## src/design/mac_pkg.sv

```systemverilog
// shared widths, field positions and reset values of the 16x16 mac
package mac_pkg;

    // operand and product half width
    localparam int unsigned OPERAND_WIDTH = 16;
    // extension bits above the upper product half
    localparam int unsigned EXT_WIDTH     = 3;
    // full accumulator: extension, upper half, lower half
    localparam int unsigned ACC_WIDTH     = 2 * OPERAND_WIDTH + EXT_WIDTH;
    // rounding adds one at the top bit of the lower half
    localparam int unsigned ROUND_BIT     = 15;

    // field positions inside the accumulator
    localparam int unsigned LOWER_LSB     = 0;
    localparam int unsigned UPPER_LSB     = 16;
    localparam int unsigned EXT_LSB       = 32;

    // positions inside the synchronised control vector
    localparam int unsigned CTL_X_CLK     = 0;
    localparam int unsigned CTL_Y_CLK     = 1;
    localparam int unsigned CTL_P_CLK     = 2;
    localparam int unsigned CTL_ROUND     = 3;
    localparam int unsigned CTL_ACCUM     = 4;
    localparam int unsigned CTL_SUB       = 5;
    localparam int unsigned CTL_SIGNED    = 6;
    localparam int unsigned CTL_PRELOAD   = 7;
    localparam int unsigned CTL_UPPER_OEN = 8;
    localparam int unsigned CTL_LOWER_OEN = 9;
    localparam int unsigned CTL_EXT_OEN   = 10;
    localparam int unsigned CTL_WIDTH     = 11;

    // reset values
    localparam logic [15:0] OPERAND_RESET = 16'h0000;
    localparam logic [34:0] ACC_RESET     = 35'h0_0000_0000;

endpackage

```

## src/design/mac_pin_sync.sv

```systemverilog
// two-stage pin synchroniser with rising edge detect per bit
`timescale 1ns/1ps

module mac_pin_sync #(
    parameter int unsigned WIDTH = 1
) (
    input  wire logic             i_core_clk,
    input  wire logic             i_arst_n,
    input  wire logic [WIDTH-1:0] i_pin,
    output logic      [WIDTH-1:0] o_level,
    output logic      [WIDTH-1:0] o_rise
);

    typedef struct packed {
        logic [WIDTH-1:0] meta;
        logic [WIDTH-1:0] stable;
        logic [WIDTH-1:0] prev;
    } mac_sync_state_t;

    mac_sync_state_t state_reg;
    mac_sync_state_t state_next;

    ////////////////////////////////////////////////////////////////////////
    // first stage feeds only the second stage
    always_comb
    begin
        state_next        = state_reg;
        state_next.meta   = i_pin;
        state_next.stable = state_reg.meta;
        state_next.prev   = state_reg.stable;
    end

    // constants only under reset
    always_ff @(posedge i_core_clk or negedge i_arst_n)
    begin
        if (!i_arst_n)
            state_reg <= '0;
        else
            state_reg <= state_next;
    end

    ////////////////////////////////////////////////////////////////////////
    // edge seen on the settled stages, aligned with the data stage
    assign o_level = state_reg.stable;
    assign o_rise  = state_reg.stable & ~state_reg.prev;

endmodule

```

## src/design/mac_arith.sv

```systemverilog
// combinational multiply, round and accumulate datapath
`timescale 1ns/1ps

module mac_arith (
    input  wire logic [15:0] i_x_operand,
    input  wire logic [15:0] i_y_operand,
    input  wire logic [34:0] i_acc,
    input  wire logic        i_round_control,
    input  wire logic        i_accumulate_select,
    input  wire logic        i_subtract_select,
    input  wire logic        i_signed_format_select,
    output logic      [34:0] o_result
);

    logic signed [16:0] x_ext;
    logic signed [16:0] y_ext;
    logic signed [33:0] product;
    logic        [34:0] product_wide;
    logic        [34:0] round_term;

    ////////////////////////////////////////////////////////////////////////
    // a seventeenth bit carries the sign only in signed format
    assign x_ext = {i_x_operand[15] & i_signed_format_select,
                    i_x_operand};
    assign y_ext = {i_y_operand[15] & i_signed_format_select,
                    i_y_operand};
    assign product = x_ext * y_ext;
    assign product_wide = {product[33], product};

    // round at the top bit of the lower half
    assign round_term = i_round_control
                      ? (35'h0_0000_0001 << mac_pkg::ROUND_BIT)
                      : 35'h0_0000_0000;

    ////////////////////////////////////////////////////////////////////////
    // subtract is ignored unless accumulating
    always_comb
    begin
        if (!i_accumulate_select)
            o_result = product_wide + round_term;
        else if (i_subtract_select)
            o_result = i_acc - product_wide + round_term;
        else
            o_result = i_acc + product_wide + round_term;
    end

endmodule

```

## src/design/mac_top.sv

```systemverilog
// 16x16 multiplier-accumulator with shared lower-half / y bus
`timescale 1ns/1ps

module mac_top (
    input  wire logic        i_core_clk,
    input  wire logic        i_arst_n,
    input  wire logic        i_x_clk_pin,
    input  wire logic        i_y_clk_pin,
    input  wire logic        i_product_clk_pin,
    input  wire logic [15:0] i_x_operand,
    input  wire logic        i_round_control,
    input  wire logic        i_accumulate_select,
    input  wire logic        i_subtract_select,
    input  wire logic        i_signed_format_select,
    input  wire logic        i_preload,
    input  wire logic        i_upper_out_en_n,
    input  wire logic        i_lower_out_en_n,
    input  wire logic        i_ext_out_en_n,
    input  wire logic [15:0] i_upper_product_half,
    output logic      [15:0] o_upper_product_half,
    output logic             o_upper_product_half_oe,
    input  wire logic [15:0] i_lower_product_half,
    output logic      [15:0] o_lower_product_half,
    output logic             o_lower_product_half_oe,
    input  wire logic [2:0]  i_ext_product,
    output logic      [2:0]  o_ext_product,
    output logic             o_ext_product_oe
);

    typedef struct packed {
        logic [15:0] x_operand;
        logic [15:0] y_operand;
        logic        round_control;
        logic        accumulate_select;
        logic        subtract_select;
        logic        signed_format_select;
        logic [34:0] acc;
    } mac_top_state_t;

    localparam int unsigned DATA_WIDTH = 51;

    mac_top_state_t state_reg;
    mac_top_state_t state_next;

    logic [mac_pkg::CTL_WIDTH-1:0] ctl_pins;
    logic [mac_pkg::CTL_WIDTH-1:0] ctl_level;
    logic [mac_pkg::CTL_WIDTH-1:0] ctl_rise;
    logic [DATA_WIDTH-1:0]         data_pins;
    logic [DATA_WIDTH-1:0]         data_level;
    logic [15:0]                   x_sync;
    logic [15:0]                   y_sync;
    logic [15:0]                   upper_sync;
    logic [2:0]                    ext_sync;
    logic [34:0]                   mac_result;
    logic                          x_edge;
    logic                          y_edge;
    logic                          p_edge;
    logic                          upper_on;
    logic                          lower_on;
    logic                          ext_on;

    ////////////////////////////////////////////////////////////////////////
    // every pin passes two flops; clocks and data share latency so data
    // seen with a clock edge is the value present at that edge
    assign ctl_pins = {i_ext_out_en_n, i_lower_out_en_n, i_upper_out_en_n,
                       i_preload, i_signed_format_select, i_subtract_select,
                       i_accumulate_select, i_round_control,
                       i_product_clk_pin, i_y_clk_pin, i_x_clk_pin};
    assign data_pins = {i_ext_product, i_upper_product_half,
                        i_lower_product_half, i_x_operand};

    mac_pin_sync #(
        .WIDTH (mac_pkg::CTL_WIDTH)
    ) u_ctl_sync (
        .i_core_clk (i_core_clk),
        .i_arst_n   (i_arst_n),
        .i_pin      (ctl_pins),
        .o_level    (ctl_level),
        .o_rise     (ctl_rise)
    );

    mac_pin_sync #(
        .WIDTH (DATA_WIDTH)
    ) u_data_sync (
        .i_core_clk (i_core_clk),
        .i_arst_n   (i_arst_n),
        .i_pin      (data_pins),
        .o_level    (data_level),
        .o_rise     ()
    );

    // data words are taken as levels, never edge-timed
    assign x_sync     = data_level[15:0];
    assign y_sync     = data_level[31:16];
    assign upper_sync = data_level[47:32];
    assign ext_sync   = data_level[50:48];

    assign x_edge = ctl_rise[mac_pkg::CTL_X_CLK];
    assign y_edge = ctl_rise[mac_pkg::CTL_Y_CLK];
    assign p_edge = ctl_rise[mac_pkg::CTL_P_CLK];

    // enables are active low at the pins
    assign upper_on = ~ctl_level[mac_pkg::CTL_UPPER_OEN];
    assign lower_on = ~ctl_level[mac_pkg::CTL_LOWER_OEN];
    assign ext_on   = ~ctl_level[mac_pkg::CTL_EXT_OEN];

    ////////////////////////////////////////////////////////////////////////
    // arithmetic works on the registered operands and modes
    mac_arith u_arith (
        .i_x_operand            (state_reg.x_operand),
        .i_y_operand            (state_reg.y_operand),
        .i_acc                  (state_reg.acc),
        .i_round_control        (state_reg.round_control),
        .i_accumulate_select    (state_reg.accumulate_select),
        .i_subtract_select      (state_reg.subtract_select),
        .i_signed_format_select (state_reg.signed_format_select),
        .o_result               (mac_result)
    );

    ////////////////////////////////////////////////////////////////////////
    // next state: operand clocks, then product clock
    always_comb
    begin
        state_next = state_reg;
        // each operand register follows only its own clock
        if (x_edge)
            state_next.x_operand = x_sync;
        if (y_edge)
            state_next.y_operand = y_sync;
        // modes ride in with either operand clock
        if (x_edge || y_edge)
        begin
            state_next.round_control =
                ctl_level[mac_pkg::CTL_ROUND];
            state_next.accumulate_select =
                ctl_level[mac_pkg::CTL_ACCUM];
            state_next.subtract_select =
                ctl_level[mac_pkg::CTL_SUB];
            state_next.signed_format_select =
                ctl_level[mac_pkg::CTL_SIGNED];
        end
        // accumulator moves only on a product clock edge
        if (p_edge)
        begin
            if (ctl_level[mac_pkg::CTL_PRELOAD])
            begin
                // a driven register keeps its value: its pins echo us
                if (!upper_on)
                    state_next.acc[31:16] = upper_sync;
                if (!lower_on)
                    state_next.acc[15:0] = y_sync;
                if (!ext_on)
                    state_next.acc[34:32] = ext_sync;
            end
            else
            begin
                state_next.acc = mac_result;
            end
        end
    end

    // constants only under reset
    always_ff @(posedge i_core_clk or negedge i_arst_n)
    begin
        if (!i_arst_n)
        begin
            state_reg                      <= '0;
            state_reg.x_operand            <= mac_pkg::OPERAND_RESET;
            state_reg.y_operand            <= mac_pkg::OPERAND_RESET;
            state_reg.acc                  <= mac_pkg::ACC_RESET;
        end
        else
        begin
            state_reg <= state_next;
        end
    end

    ////////////////////////////////////////////////////////////////////////
    // outputs: data straight from the accumulator flops
    assign o_upper_product_half = state_reg.acc[31:16];
    assign o_lower_product_half = state_reg.acc[15:0];
    assign o_ext_product        = state_reg.acc[34:32];

    // release each bus independently; host avoids overlap with y drive
    assign o_upper_product_half_oe = upper_on;
    assign o_lower_product_half_oe = lower_on;
    assign o_ext_product_oe        = ext_on;

endmodule

```

## config.mk

```make
export PLATFORM = sky130hd
export DESIGN_NAME = mac_top
export DESIGN_NICKNAME = d
export VERILOG_FILES = /design/src/design/mac_pkg.sv /design/src/design/mac_pin_sync.sv /design/src/design/mac_arith.sv /design/src/design/mac_top.sv
export SDC_FILE = /design/constraint.sdc
export NUM_CORES = 1
export LEC_CHECK = 0
export BUFFER_PORTS_ARGS = -buffer_cell sky130_fd_sc_hd__buf_2
export CORE_ASPECT_RATIO = 1.25
export CORE_MARGIN = 4
export CORE_UTILIZATION = 31
export CTS_CLUSTER_SIZE = 16
export DETAILED_ROUTE_END_ITERATION = 10
export PLACE_DENSITY_LB_ADDON = 0.25
export SYNTH_ARGS = -nofsm -noshare
export SYNTH_HDL_FRONTEND = slang
export SYNTH_HIERARCHICAL = 1
export SYNTH_SLANG_ARGS = --single-unit
export TNS_END_PERCENT = 100
```

## constraint.sdc

```tcl
create_clock -name i_core_clk -period 9.9 [get_ports i_core_clk]
set_input_delay 0.99 -clock i_core_clk [delete_from_list [all_inputs] [get_ports i_core_clk]]
set_output_delay 0.99 -clock i_core_clk [all_outputs]
set_load 0.02 [all_outputs]
```

### Word level (Yosys, flattened, before mapping)

Index checks and enable logic that the tools add are counted.

* $add $sub $neg: 5
* multipliers: 1
* div/mod/pow operators: 0
* $lt $le $gt $ge: 0
* eq/ne operators: 3
* shift operators: 0
* multiplexer cells: 7
* bitwise logic cells: 7
* reduce and logical (&&, ||, !) cells: 4

Operator list (count)
* $add A35 B35 Y35: 4
* $mux W35: 3
* $mux W16: 3
* $sub A35 B35 Y35: 1
* $mul A17 B17 Y34: 1
* $ne A2 B1 Y1 const B: 3
* $reduce_and A2 Y1: 3
* $and A3 B3 Y3: 1
* $mux W3: 1
* $not A1 Y1: 3
* $not A3 Y3: 1
* $and A1 B1 Y1: 2
* $logic_or A1 B1 Y1: 1

* bits in registers: 198
* latch bits: 0
* bits in writable memories: 0
* memory bits (read-only): 0
* bits of input ports: 64
* logic and storage cells: 41
* memories kept: 0

### Longest topological paths before layout

* depth in word-level cells: 7
* gate-level depth with buffers: 41

### Modules after synthesis

The synthesis kept the hierarchy.

By module, submodules not included
* mac_arith: times used 1, cells an instance 1959, area an instance 16326.9 sq um
* mac_pin_sync at u_data_sync: times used 1, cells an instance 255, area an instance 4913.5 sq um
* mac_top: times used 1, cells an instance 278, area an instance 3240.6 sq um
* mac_pin_sync at u_ctl_sync: times used 1, cells an instance 55, area an instance 1059.8 sq um

### Worst setup path after synthesis

OpenSTA, ideal clock, no wires.

* kind: register to register
* start: register state_reg[47] (netlist name)
* end: register state_reg, in the netlist o_upper_product_half[10]
* setup time: 0.137 ns
* data arrival time: 8.480 ns
* setup slack: 1.283 ns
* stages on the path, launching flop included: 36
* buffers on the path: 3
* cell sequence: dfrtp_1 -> clkbuf_1 -> clkbuf_1 -> nand2_1 -> fa_1 -> inv_1 -> fa_1 -> inv_1 -> fa_1 -> inv_1 -> fa_1 -> fa_1 -> inv_1 -> fa_1 -> inv_1 -> ha_1 -> nand4_2 -> or4_4 -> o211ai_2 -> nor2_1 -> fa_1 -> inv_1 -> ha_1 -> clkbuf_1 -> a22o_1 -> nor4_1 -> a211o_1 -> a2111oi_0 -> o21a_1 -> o21a_1 -> o21a_1 -> or3_1 -> a311oi_1 -> a21oi_1 -> o22ai_1 -> a21oi_1

RTL lines
* end signal: assignment: line mac_top.sv:174 `state_reg <= state_next;`
* end: declaration: line mac_top.sv:42 `mac_top_state_t state_reg;`

==> reports/metrics.cfg <==
[logic_synthesis]
synth.net_count = 3002
yosys_warnings = 6
syn_avg_cell_area_um2 = 9.58
syn-cell-area_um2 = 23200
synthCells = 2426

[worst_setup_path]
crit_fanout = 18
crit_slowest_cell = dfrtp_1
start_kind = flop
cp.required_ns = 10.26
max_stage_delay_ns = 0.83
critPathCaptureType = flop
critPathArrivalTime_ns = 9.73
criticalPathCategory = reg2reg
cp-startpoint = state_reg[57]
r2r-start = state_reg[57]
crit_top_cell = fa_1

[cells_and_area]
multi_input_area_um2 = 15700
regArea_um2 = 4960
drive_gt1_share_pct = 10.3
n_fill_cell = 7455
diodes = 0
area_delta_synth_final_pct = 6.56
fin_nets = 2979
final_common_cell = inv_1
layout_common_cells = 404 x inv_1, 300 x fa_1, 212 x ha_1, 194 x dfrtp_1, 193 x nand2_1

[timing]
fin_crit_ns = 9.38
maxSlewViolCount = 0
relSlewSlack_pct = 32.9
rsz0062_at_grt = false
fmax_mhz = 107
post-route-period-util_pct = 94.7
setup_tns_ns = 0
setup_violations = 0
clock_skew_ns = 0.0142
hold_viol = 0
worst_slew_pin_slew_ns = 1.01

[clock_network]
cts-root-buf = clkbuf_16
cts_max_level = 4
tritoncts = built
clk_latency_ns = 0.50
clockBufferDepth = 2
cts.sinks = 198
clk_pin_slew_worst_paths_ns = 0.09
numCtsBuffers = 17
post-cts-setup-buffers = 0

[drt]
firstDrtPassIters = 5
via_per_inst = 4.80
wl_um = 58600
vias = 16200
drt-wirelength-per-cell_um = 17.4
drc = 0
drt_iter0_drc = 937
route.antenna.remaining_nets = 0

[global_routing]
grt_start_max_net_pins = 122
grt_pass1_vias = 17800
grt_remaining_overflow = 0
antenna_found_initial = 0
grtUsageTotal_pct = 15.4
grt_pass1_wl_um = 97500

[floorplanning]
start_util_pct = 31.5
num_rows = 111
io-pin-count = 102
core_area_um2 = 73700
dieHeight_um = 314
die-area_um2 = 79400
die-width_um = 253

[min_path]
min_path_type = reg2reg
hp-start = u_ctl_sync/state_next[13]

[status]
outcome = complete, no violations

[job]
drv_cap = 0

[placement]
dp_hpwl_um = 48300
finalWeightedCongestion = 0.863
port_buffers = 101

critical path, delay by kind of cell (launching register included):
kind	cells	cell delay [ns]
AOI/OAI and AO/OA	14	2.90
xor gates and xnor gates	1	0.16
adders and majority gates	9	3.80
buffers and inverters	3	0.27
DFF	1	0.83
and+or+nand+nor	8	1.27
routing by layer:
layer	routed length, µm	vias to the layer above	global-route usage, %
met2	29200	281	26.4
met3	1820	78	2.07
met5	0	-	0
met1	26100	8158	20.2
li1	-	7697	-
met4	1470	0	4.87
through the flow:
step           hold WS (ns)  setup WS, ns  cell area (µm²)  util (%)  std cells
3_3_place_gp          0.332         0.441            24100      32.7       3344
2_1_floorplan         0.331          1.28            23200         -       2426
3_5_place_dp          0.335         0.367            24100      32.7       3344
6_report              0.339         0.524            24800      33.6       3375
4_1_cts               0.348         0.271            24700      33.5       3375
5_1_grt               0.358        0.0205            24800      33.6       3375
timing repair:
action / CTS / global route
hold buffers: 0 / 0
setup endpoints to repair: 0 / 5
gates resized for setup: 0 / 7
final cells by class:
type	instances	area share, %
Sequential cell	198	20.0
Timing Repair Buffer	138	3.20
Multi-Input combinational cell	1641	63.3
Clock inverter	14	0.682
Tap cell	960	4.85
Clock buffer	17	1.72
Inverter	407	6.17
final timing paths:
| kind | end | slack, ns | cells past startpoint |
|---|---|---|---|
| max in group asynchronous | state_reg[59] | 7.80 | 2 |
| min in group asynchronous | u_data_sync/state_next[78] | 0.55 | 1 |
| setup / recovery | o_ext_product[1] | 0.52 | 35 |
| setup reg to reg | o_ext_product[1] | 0.52 | 35 |
| hold reg to reg | u_ctl_sync/o_level[2] | 0.34 | 0 |
| hold / removal | u_ctl_sync/o_level[2] | 0.34 | 0 |
Power is left out: the tool's default activity adds up to more than one toggle a clock period on the data nets, which glitch-free logic cannot reach.
